===== src/inc/pll_fb_defs.vh =====
// Offsets, field positions, reset values and limits of the PLL feedback divider register bank.
// Included by the bank and by its configuration checker; holds definitions only.
`ifndef PLL_FB_DEFS_VH
`define PLL_FB_DEFS_VH

// Byte register offsets on the host register port
`define FB_ADDR_W 10
`define FB_DIV_B4_ADDR 10'h10a
`define FB_DIV_B5_ADDR 10'h10b
`define FB_DEN_B0_ADDR 10'h10c
`define FB_DEN_B1_ADDR 10'h10d
`define FB_DEN_B2_ADDR 10'h10e
`define FB_DEN_B3_ADDR 10'h10f
`define FB_REM_B0_ADDR 10'h110
`define FB_REM_B1_ADDR 10'h111
`define FB_REM_B2_ADDR 10'h112
`define FB_REM_B3_ADDR 10'h113
`define FB_TRUNC_ADDR 10'h114
`define FB_FIRST_ADDR 10'h10a
`define FB_LAST_ADDR 10'h114

// Reset values
`define FB_DIV_B4_RST 8'h00
`define FB_DIV_B5_RST 8'h00
`define FB_DEN_B0_RST 8'h01
`define FB_DEN_BX_RST 8'h00
`define FB_REM_BX_RST 8'h00
`define FB_TRUNC_RST 8'h00

// Field layout
`define FB_DIV_B5_MASK 8'h03
`define FB_DIV_B5_BITS 2
`define FB_DIV_HIGH_W 10
`define FB_INT_BITS 9
`define FB_FRAC_BITS 6'h21
`define FB_FRAC_BITS_W 6
`define FB_TRUNC_MAX 8'h21
`define FB_DEN_ONE 32'h00000001
`define FB_LOW_FRAC_POS 0

`endif


===== src/hw/fb_config_check.v =====
// Combinational checker of the feedback divide setting held in the register bank.
// Assumes its inputs come from registers; its outputs are registered by the caller.
`timescale 1ns/1ns
`include "pll_fb_defs.vh"

module fb_config_check (
	input wire [9:0] divHigh,
	input wire [31:0] denominator,
	input wire [31:0] remainder,
	input wire [7:0] truncPos,
	output reg [5:0] validFracBits,
	output reg fractionalMode,
	output reg denZeroErr,
	output reg truncRangeErr,
	output reg intModeErr,
	output reg truncBitErr,
	output reg intZeroErr
);

	always @* begin
		// Valid fractional bits are 33 minus the truncate position, or zero when the position is above 33
		if (truncPos > `FB_TRUNC_MAX) begin
			validFracBits = 6'h00;
		end else begin
			validFracBits = `FB_FRAC_BITS - truncPos[5:0];
		end
		// Truncation only matters in the divisor plus remainder over denominator form
		fractionalMode = (remainder != 32'h00000000) || (truncPos != 8'h00);
		denZeroErr = (denominator == 32'h00000000);
		truncRangeErr = (truncPos > `FB_TRUNC_MAX);
		intModeErr = (truncPos == 8'h00) &&
			((remainder != 32'h00000000) || (denominator != `FB_DEN_ONE));
		// Only fractional bit 32 lives in this bank; position 33 requires it clear
		truncBitErr = (truncPos == `FB_TRUNC_MAX) && divHigh[`FB_LOW_FRAC_POS];
		// Integer part sits entirely in bits 41:33
		intZeroErr = (divHigh[9:1] == 9'h000);
	end

endmodule // fb_config_check


===== src/hw/pll_feedback_divider_regs.v =====
// Byte-wide register bank holding the upper divisor bytes, denominator, remainder and
// truncate position of the PLL fractional feedback divider, plus registered setting checks.
// Assumes a synchronous byte register port driven by the host interface on the same clock.
//
// Behaviour
// - Divisor bits 39:32 held in fifth byte.
// - Divisor bits 41:40 in sixth byte bits 1:0.
// - Denominator assembled from four bytes, LSB lowest.
// - Remainder assembled from four bytes, LSB lowest.
// - Valid fractional bits equal 33 minus position, or zero for positions above 33.
// - Truncation applies only in fractional remainder form.
// - Divisor is 9 integer, 33 fractional bits.
`timescale 1ns/1ns
`include "pll_fb_defs.vh"

module pll_feedback_divider_regs (
	input wire clock,
	input wire rst_n,
	input wire [9:0] regAddr,
	input wire regWrEn,
	input wire [7:0] regWrData,
	input wire regRdEn,
	output reg [7:0] regRdData,
	output reg regRdValid,
	output reg regAddrErr,
	output wire [9:0] fixedDivisorHigh,
	output wire [31:0] feedbackDenominator,
	output wire [31:0] feedbackRemainder,
	output wire [7:0] fractionTruncatePosition,
	output reg [5:0] validFracBits,
	output reg fractionalMode,
	output reg denZeroErr,
	output reg truncRangeErr,
	output reg intModeErr,
	output reg truncBitErr,
	output reg intZeroErr
);

	// One-hot select of the byte register at an offset; all zero outside the bank
	function [10:0] regSelect;
		input [9:0] addr;
		begin
			regSelect = 11'h000;
			case (addr)
				`FB_DIV_B4_ADDR: begin
					regSelect = 11'h001;
				end
				`FB_DIV_B5_ADDR: begin
					regSelect = 11'h002;
				end
				`FB_DEN_B0_ADDR: begin
					regSelect = 11'h004;
				end
				`FB_DEN_B1_ADDR: begin
					regSelect = 11'h008;
				end
				`FB_DEN_B2_ADDR: begin
					regSelect = 11'h010;
				end
				`FB_DEN_B3_ADDR: begin
					regSelect = 11'h020;
				end
				`FB_REM_B0_ADDR: begin
					regSelect = 11'h040;
				end
				`FB_REM_B1_ADDR: begin
					regSelect = 11'h080;
				end
				`FB_REM_B2_ADDR: begin
					regSelect = 11'h100;
				end
				`FB_REM_B3_ADDR: begin
					regSelect = 11'h200;
				end
				`FB_TRUNC_ADDR: begin
					regSelect = 11'h400;
				end
				default: begin
					regSelect = 11'h000;
				end
			endcase
		end
	endfunction

	// True when the offset falls inside this bank
	function inBank;
		input [9:0] addr;
		begin
			inBank = (regSelect(addr) != 11'h000);
		end
	endfunction

	reg [7:0] divB4_ff;
	reg [1:0] divB5_ff;
	reg [7:0] denB0_ff;
	reg [7:0] denB1_ff;
	reg [7:0] denB2_ff;
	reg [7:0] denB3_ff;
	reg [7:0] remB0_ff;
	reg [7:0] remB1_ff;
	reg [7:0] remB2_ff;
	reg [7:0] remB3_ff;
	reg [7:0] truncPos_ff;
	reg [7:0] nxt_divB4;
	reg [1:0] nxt_divB5;
	reg [7:0] nxt_denB0;
	reg [7:0] nxt_denB1;
	reg [7:0] nxt_denB2;
	reg [7:0] nxt_denB3;
	reg [7:0] nxt_remB0;
	reg [7:0] nxt_remB1;
	reg [7:0] nxt_remB2;
	reg [7:0] nxt_remB3;
	reg [7:0] nxt_truncPos;
	reg [7:0] nxt_rdData;
	wire [10:0] wrSel;
	localparam [7:0] DIV_B5_RST_FULL = `FB_DIV_B5_RST & `FB_DIV_B5_MASK;
	wire [5:0] chkValidFracBits;
	wire chkFractionalMode;
	wire chkDenZeroErr;
	wire chkTruncRangeErr;
	wire chkIntModeErr;
	wire chkTruncBitErr;
	wire chkIntZeroErr;

	// Write strobe decoded to one register; unmapped offsets select nothing
	assign wrSel = regWrEn ? regSelect(regAddr) : 11'h000;

	// Next register values: a write replaces one byte and every other register holds
	always @* begin
		nxt_divB4 = divB4_ff;
		nxt_divB5 = divB5_ff;
		nxt_denB0 = denB0_ff;
		nxt_denB1 = denB1_ff;
		nxt_denB2 = denB2_ff;
		nxt_denB3 = denB3_ff;
		nxt_remB0 = remB0_ff;
		nxt_remB1 = remB1_ff;
		nxt_remB2 = remB2_ff;
		nxt_remB3 = remB3_ff;
		nxt_truncPos = truncPos_ff;
		if (wrSel[0]) begin
			nxt_divB4 = regWrData;
		end
		if (wrSel[1]) begin
			nxt_divB5 = regWrData[1:0];
		end
		if (wrSel[2]) begin
			nxt_denB0 = regWrData;
		end
		if (wrSel[3]) begin
			nxt_denB1 = regWrData;
		end
		if (wrSel[4]) begin
			nxt_denB2 = regWrData;
		end
		if (wrSel[5]) begin
			nxt_denB3 = regWrData;
		end
		if (wrSel[6]) begin
			nxt_remB0 = regWrData;
		end
		if (wrSel[7]) begin
			nxt_remB1 = regWrData;
		end
		if (wrSel[8]) begin
			nxt_remB2 = regWrData;
		end
		if (wrSel[9]) begin
			nxt_remB3 = regWrData;
		end
		if (wrSel[10]) begin
			nxt_truncPos = regWrData;
		end
	end

	// Register storage; illegal settings are kept as written and only flagged
	always @(posedge clock) begin
		if (!rst_n) begin
			divB4_ff <= `FB_DIV_B4_RST;
			divB5_ff <= DIV_B5_RST_FULL[1:0];
			denB0_ff <= `FB_DEN_B0_RST;
			denB1_ff <= `FB_DEN_BX_RST;
			denB2_ff <= `FB_DEN_BX_RST;
			denB3_ff <= `FB_DEN_BX_RST;
			remB0_ff <= `FB_REM_BX_RST;
			remB1_ff <= `FB_REM_BX_RST;
			remB2_ff <= `FB_REM_BX_RST;
			remB3_ff <= `FB_REM_BX_RST;
			truncPos_ff <= `FB_TRUNC_RST;
		end else begin
			divB4_ff <= nxt_divB4;
			divB5_ff <= nxt_divB5;
			denB0_ff <= nxt_denB0;
			denB1_ff <= nxt_denB1;
			denB2_ff <= nxt_denB2;
			denB3_ff <= nxt_denB3;
			remB0_ff <= nxt_remB0;
			remB1_ff <= nxt_remB1;
			remB2_ff <= nxt_remB2;
			remB3_ff <= nxt_remB3;
			truncPos_ff <= nxt_truncPos;
		end
	end

	// Read multiplexer
	always @* begin
		nxt_rdData = 8'h00;
		case (regAddr)
			`FB_DIV_B4_ADDR: begin
				nxt_rdData = divB4_ff;
			end
			`FB_DIV_B5_ADDR: begin
				nxt_rdData = {6'h00, divB5_ff};
			end
			`FB_DEN_B0_ADDR: begin
				nxt_rdData = denB0_ff;
			end
			`FB_DEN_B1_ADDR: begin
				nxt_rdData = denB1_ff;
			end
			`FB_DEN_B2_ADDR: begin
				nxt_rdData = denB2_ff;
			end
			`FB_DEN_B3_ADDR: begin
				nxt_rdData = denB3_ff;
			end
			`FB_REM_B0_ADDR: begin
				nxt_rdData = remB0_ff;
			end
			`FB_REM_B1_ADDR: begin
				nxt_rdData = remB1_ff;
			end
			`FB_REM_B2_ADDR: begin
				nxt_rdData = remB2_ff;
			end
			`FB_REM_B3_ADDR: begin
				nxt_rdData = remB3_ff;
			end
			`FB_TRUNC_ADDR: begin
				nxt_rdData = truncPos_ff;
			end
			default: begin
				nxt_rdData = 8'h00;
			end
		endcase
	end

	// Read data answers one cycle after the strobe; unmapped offsets read zero
	always @(posedge clock) begin
		if (!rst_n) begin
			regRdData <= 8'h00;
			regRdValid <= 1'b0;
			regAddrErr <= 1'b0;
		end else begin
			regRdValid <= regRdEn;
			if (regRdEn) begin
				regRdData <= nxt_rdData;
			end
			regAddrErr <= (regRdEn || regWrEn) && !inBank(regAddr);
		end
	end

	// Field assembly toward the analog PLL core
	assign fixedDivisorHigh = {divB5_ff, divB4_ff};
	assign feedbackDenominator = {denB3_ff, denB2_ff, denB1_ff, denB0_ff};
	assign feedbackRemainder = {remB3_ff, remB2_ff, remB1_ff, remB0_ff};
	assign fractionTruncatePosition = truncPos_ff;

	fb_config_check fb_config_check_i (
		.divHigh(fixedDivisorHigh),
		.denominator(feedbackDenominator),
		.remainder(feedbackRemainder),
		.truncPos(truncPos_ff),
		.validFracBits(chkValidFracBits),
		.fractionalMode(chkFractionalMode),
		.denZeroErr(chkDenZeroErr),
		.truncRangeErr(chkTruncRangeErr),
		.intModeErr(chkIntModeErr),
		.truncBitErr(chkTruncBitErr),
		.intZeroErr(chkIntZeroErr)
	);

	// Setting checks lag the registers by one cycle
	always @(posedge clock) begin
		if (!rst_n) begin
			validFracBits <= `FB_FRAC_BITS;
			fractionalMode <= 1'b0;
			denZeroErr <= 1'b0;
			truncRangeErr <= 1'b0;
			intModeErr <= 1'b0;
			truncBitErr <= 1'b0;
			intZeroErr <= 1'b1;
		end else begin
			validFracBits <= chkValidFracBits;
			fractionalMode <= chkFractionalMode;
			denZeroErr <= chkDenZeroErr;
			truncRangeErr <= chkTruncRangeErr;
			intModeErr <= chkIntModeErr;
			truncBitErr <= chkTruncBitErr;
			intZeroErr <= chkIntZeroErr;
		end
	end

endmodule // pll_feedback_divider_regs


===== config.mk =====
export PLATFORM = sky130hd
export DESIGN_NAME = pll_feedback_divider_regs
export DESIGN_NICKNAME = d
export VERILOG_FILES = /design/src/hw/fb_config_check.v /design/src/hw/pll_feedback_divider_regs.v
export VERILOG_INCLUDE_DIRS = /design/src /design/src/inc
export SDC_FILE = /design/constraint.sdc
export NUM_CORES = 1
export LEC_CHECK = 0
export BUFFER_PORTS_ARGS = -buffer_cell sky130_fd_sc_hd__buf_2
export CAP_MARGIN = 20
export CELL_PAD_IN_SITES_DETAIL_PLACEMENT = 0
export CELL_PAD_IN_SITES_GLOBAL_PLACEMENT = 1
export CORE_MARGIN = 3
export CORE_UTILIZATION = 25
export CTS_CLUSTER_DIAMETER = 60
export DETAILED_ROUTE_END_ITERATION = 16
export PLACE_DENSITY_LB_ADDON = 0.1
export RECOVER_POWER = 100
export SLEW_MARGIN = 20
export SYNTH_ARGS = -nofsm -noshare
export SYNTH_HDL_FRONTEND = slang
export SYNTH_SLANG_ARGS = --single-unit

===== constraint.sdc =====
create_clock -name clock -period 2.52 [get_ports clock]
set_clock_uncertainty 0.1 [all_clocks]
set_input_delay 0.504 -clock clock [delete_from_list [all_inputs] [get_ports clock]]
set_output_delay 0.504 -clock clock [all_outputs]
set_load 0.1 [all_outputs]

# == Word level (Yosys, flattened, before mapping) ==
# Index checks and enable logic that the tools add are counted.
# totals
input_bits,22
wordCells,57
ff_bits,104
# classes
addsub,1
n_bitwise,1
order_cmp,1
n_eq_ne,13
n_mux,5
reduce_logical,14
# op_table
op,count
11-bit one-hot mux with 11 select lines,1
"10-bit by 9-bit equality test with 1-bit output, second input constant",11
8-bit one-hot mux with 11 select lines,1
32-bit zero test,1
"32-bit by 1-bit != test with 1-bit output, second input constant",1
32-bit nonzero test,1
11-bit two-way mux,2
11-bit nonzero test,1
9-bit zero test,1
"8-bit by 6-bit equality test with 1-bit output, second input constant",1
"8-bit by 6-bit greater-than comparator with 1-bit output, second input constant",1
8-bit zero test,1
8-bit nonzero test,1
6-bit two-way mux,1
"6-bit subtractor, first input constant",1
1-bit logical AND,3
1-bit logical OR,3
2-bit OR reduction,1
1-bit zero test,1
1-bit inverter,1

# == Depth between registers and ports, before layout ==
# depth
ltp_word,6
ltp_mapped,8
mapped_depth_nobuf,5

# == Hierarchy ==
# Synthesis repeated with hierarchy kept, for this count alone.
# unflattened
cells_unflattened,496
hier_area_um2,5152.4
# modules_own_cells
module,cells_each,n_inst,seq_area_each_um2,area_per_inst_um2
pll_feedback_divider_regs,446,1,2082.0,4850.9
fb_config_check,50,1,0.0,301.5

# == Worst setup path before layout ==
# No wires, ideal clock.
# synth_path
path_kind,input-to-reg
startpoint,input regAddr[1]
endpoint,register truncPos_ff[3] (netlist: fractionTruncatePosition[3])
n_path_buf,1
arrival_time_ps,1890
cell_stages,6
required_time_ps,2292
slack_ps,403
path_cell_list,buf_2 nor4b_4 nand3_4 nor3_4 mux2i_1 nor2_1
# synth_via
elab_chain_len,3
elab_cells_between_ends,13
cone_classes,11 x eq/ne; 2 x mux
# synth_rtl
item,line,source
start: declaration,pll_feedback_divider_regs.v:19,"input wire [9:0] regAddr,"
10-bit by 9-bit equality test with 1-bit output,pll_feedback_divider_regs.v:44,case (addr)
11-bit one-hot mux with 11 select lines (*),pll_feedback_divider_regs.v:44,
11-bit two-way mux (*),pll_feedback_divider_regs.v:127,assign wrSel = regWrEn ? regSelect(regAddr) : 11'h000;
end signal: assignment,pll_feedback_divider_regs.v:190,truncPos_ff <= `FB_TRUNC_RST;
end signal: assignment,pll_feedback_divider_regs.v:202,truncPos_ff <= nxt_truncPos;
end: declaration,pll_feedback_divider_regs.v:103,reg [7:0] truncPos_ff;
# Every way passes the cells marked *; elsewhere a longest branch is shown, timed or not.
# A chain may end at the register's enable or synchronous reset.

# == Final worst setup path ==
# layout_path
startpoint,register denB1_ff[4]
endpoint,output feedbackDenominator[12]
# layout_rtl
item,line,source
start: declaration,pll_feedback_divider_regs.v:96,reg [7:0] denB1_ff;
start signal: assignment,pll_feedback_divider_regs.v:183,denB1_ff <= `FB_DEN_BX_RST;
start signal: assignment,pll_feedback_divider_regs.v:195,denB1_ff <= nxt_denB1;
end: declaration,pll_feedback_divider_regs.v:27,"output wire [31:0] feedbackDenominator,"
# No word-level cell between the ends.

==> flow_summary.yaml <==
critical_path:
  arrival_ns: 1.67
  crit_required_ns: 1.92
  rrSetupSlack_ns: 0.75
  cp_slowest_stage_delay_ns: 0.88
  path_depth: 1
  crit_chain: "buf_1"
  crit_type: "reg2out"
  reg2reg_from: "remB0_ff[3]$_SDFFE_PN0P_"
  cp_slowest_cell: "buf_1"
  crit_family: "buffers and inverters"
  cp_max_fo: 4
  cp_num_buf_inv: 1
  r2r_cells: 5
  worst_setup_path_end_kind: "output pin"
  reg2reg_to: "intModeErr$_SDFF_PN0_"
  critPathLaunchType: "register"
yosys:
  synth_edf_count: 0
  yosys_warnings: 0
  synth_cell_types: 51
  syn-num-nets: 544
  postSynthAreaPerCell_um2: 9.26
  ys_ff_latch: 104
  syn_inst: 521
  yosysSeqAreaShare: 0.431
  syn_area_mm2: 0.00483
  ys.flop_type: "dfxtp_1"
  async_reset_ff_frac: 0
drt:
  drt-vias-per-instance: 4.89
  wire_per_inst_um: 20.7
  dr.pass1.iters: 5
  drc: 0
  drt_iter0_drc: 288
  routed-via-count: 4443
  ant_nets: 0
  totalWireLength_mm: 18.8
placed_design:
  hpwl_mm: 14.0
  gp_congestion: 0.854
  port_buffers: 125
  pre_cts_ws_ns: 0.0251
finish:
  diodes: 0
  syn_to_final_growth_pct: 24.8
  fin_nets: 666
  drive_above_1_share: 0.215
clocking:
  clock_latency_ns: 0.36
  cts-resized-gates: 0
  cts_sinks: 104
  clk_path_buf_depth: 2
  cts_made_buffers: 9
  post_cts_buffers: 0
  path_clk_slew_ns: 0.07
  holdBufCountCts: 0
  h-tree-depth: 3
  cts_root_buf: "clkbuf_16"
  cts_tree: "yes"
floorplan:
  coreArea_mm2: 0.0188
  ios: 126
  die-height_um: 145
  placementRows: 50
  die-width_um: 145
  dieArea_mm2: 0.0210
  initial_utilization: 0.256
global_route:
  antenna_found_initial: 0
  grt_pass1_wl_mm: 28.9
  grt_max_degree: 87
  gr-total-overflow: 0
  grt_usage: 0.178
  grt_pass1_vias: 4515
timing:
  rsz0062_at_grt: "false"
  final.setup.worst_slack_ns: 0.250
  hold_violations: 0
  finalCriticalPeriod_ns: 2.27
  drv_slew: 0
  fmax_mhz: 441
  period_share: 0.901
  worstMarginPinSlew_ns: 1.19
  setup_viol: 0
  final.setup.tns_ns: 0
  slew_headroom: 0.213
worst_hold_path:
  hold_end: "regRdValid$_SDFF_PN0_"
  hold_class: "in2reg"
  holdPathStages: 2
  min-delay-start: "regRdEn"
run:
  max_cap_viol_count: 0
power:
  power_density_mw_per_mm2: 549
  p_total_mw: 3.30
  power_leakage_nw: 2.51
  peakVddDrop_uv: 307
run_status:
  status: "finished clean"
sequential cells by signal, indices dropped and copies added, names as in the netlist:
name / cells
remB3_ff: 8
remB1_ff: 8
denB3_ff: 8
regAddrErr: 1
denB1_ff: 8
denZeroErr: 1
truncBitErr: 1
intModeErr: 1
denB2_ff: 8
remB0_ff: 8
divB5_ff: 2
intZeroErr: 1
regRdData: 8
fractionTruncatePosition: 8
remB2_ff: 8
divB4_ff: 8
regRdValid: 1
fractionalMode: 1
validFracBits: 6
denB0_ff: 8
truncRangeErr: 1
stage by stage:
step                      instance area [µm²]  utilization  hold WS, ns  instances
final                                    6020        0.320        0.372        908
after global routing                     6020        0.320        0.358        908
after CTS                                6120        0.325        0.308        908
after detailed placement                 5820        0.309        0.363        892
after global placement                   5820        0.309        0.373        892
after floorplan                          4830            -        0.538        521
cells in the mapped netlist (all sizes together) (3+ instances only):
cell type | count | area share
nor3b | 3 | 0.0057
a21oi | 17 | 0.018
buf | 12 | 0.014
inv | 7 | 0.0054
nand3 | 20 | 0.023
nand2b | 3 | 0.0039
nor2 | 83 | 0.065
nor4 | 22 | 0.032
o32ai | 3 | 0.0054
a221oi | 3 | 0.0054
mux4 | 3 | 0.014
clkbuf | 26 | 0.020
o21ai | 7 | 0.0073
mux2i | 76 | 0.16
nand2 | 40 | 0.031
o22ai | 5 | 0.0065
nor2b | 5 | 0.0065
nor3 | 6 | 0.013
a22o | 13 | 0.024
a22oi | 4 | 0.0062
mux2 | 11 | 0.026
nand4 | 13 | 0.019
a221o | 3 | 0.0062
and3 | 7 | 0.0091
dfxtp | 104 | 0.43
worst reg2reg max path: stages (launching register included):
cell	delay, ns
dfxtp_1	0.35
nor4_1	0.42
nand4_1	0.20
nor2_1	0.33
and3_1	0.21
nor4_1	0.04
cell type report:
type	count	area (µm²)
clock inverters	7	78.8
multi-input cells	371	2520
inverters	8	30.0
clock buffers	9	225
repair buffers	149	757
well taps	260	325
fillers	2066	12800
flip-flops and latches	104	2080
where the power goes:
group / total (mW) / internal (mW) / leakage [nW] / switching (mW)
Combinational: 0.203 / 0.0498 / 1.53 / 0.153
Sequential: 1.65 / 1.64 / 0.838 / 0.00103
Clock: 1.46 / 0.781 / 0.144 / 0.675
Total: 3.30 / 2.48 / 2.51 / 0.830
logic make-up after synthesis:
| logic type | share of synthesized area |
|---|---|
| and+or+nand+nor | 0.227 |
| AOI/OAI and AO/OA | 0.0975 |
| muxes | 0.197 |
| xor gates and xnor gates | 0.00363 |
| DFF | 0.431 |
| adders and majority gates | 0.00259 |
| buffers and inverters | 0.0402 |
worst max-delay path by stage:
stage                             startpoint                                       end  slack [ns]
floorplan                         regAddr[1]  fractionTruncatePosition[3]$_SDFFE_PN0P_        0.40
global placement                  regAddr[1]                  divB5_ff[0]$_SDFFE_PN0P_       0.009
detailed placement                regAddr[1]                  divB5_ff[1]$_SDFFE_PN0P_        0.03
CTS                               regAddr[1]                  divB5_ff[1]$_SDFFE_PN0P_        0.41
global route                      regAddr[5]                  divB4_ff[7]$_SDFFE_PN0P_        0.15
finish              denB1_ff[4]$_SDFFE_PN0P_                   feedbackDenominator[12]        0.25
routing by layer:
layer  GRT usage  wire [µm]  up-vias
li1            -          -     2136
met1       0.258       9400     2154
met2       0.273       8220      140
met3      0.0369        967       13
met4      0.0404        204        0
met5           0          0        -
cells in the final DEF (no fill, tap or decap), types with 9 or more instances in the layout:
cell,instances
a21oi_1,17
a22o_1,13
buf_2,19
buf_4,16
clkbuf_1,46
clkbuf_16,9
clkbuf_2,62
dfxtp_1,104
mux2_2,11
mux2i_1,76
nand2_1,40
nand3_1,19
nand4_1,12
nor2_1,83
nor4_1,21
(Power assumes the default switching activity.)
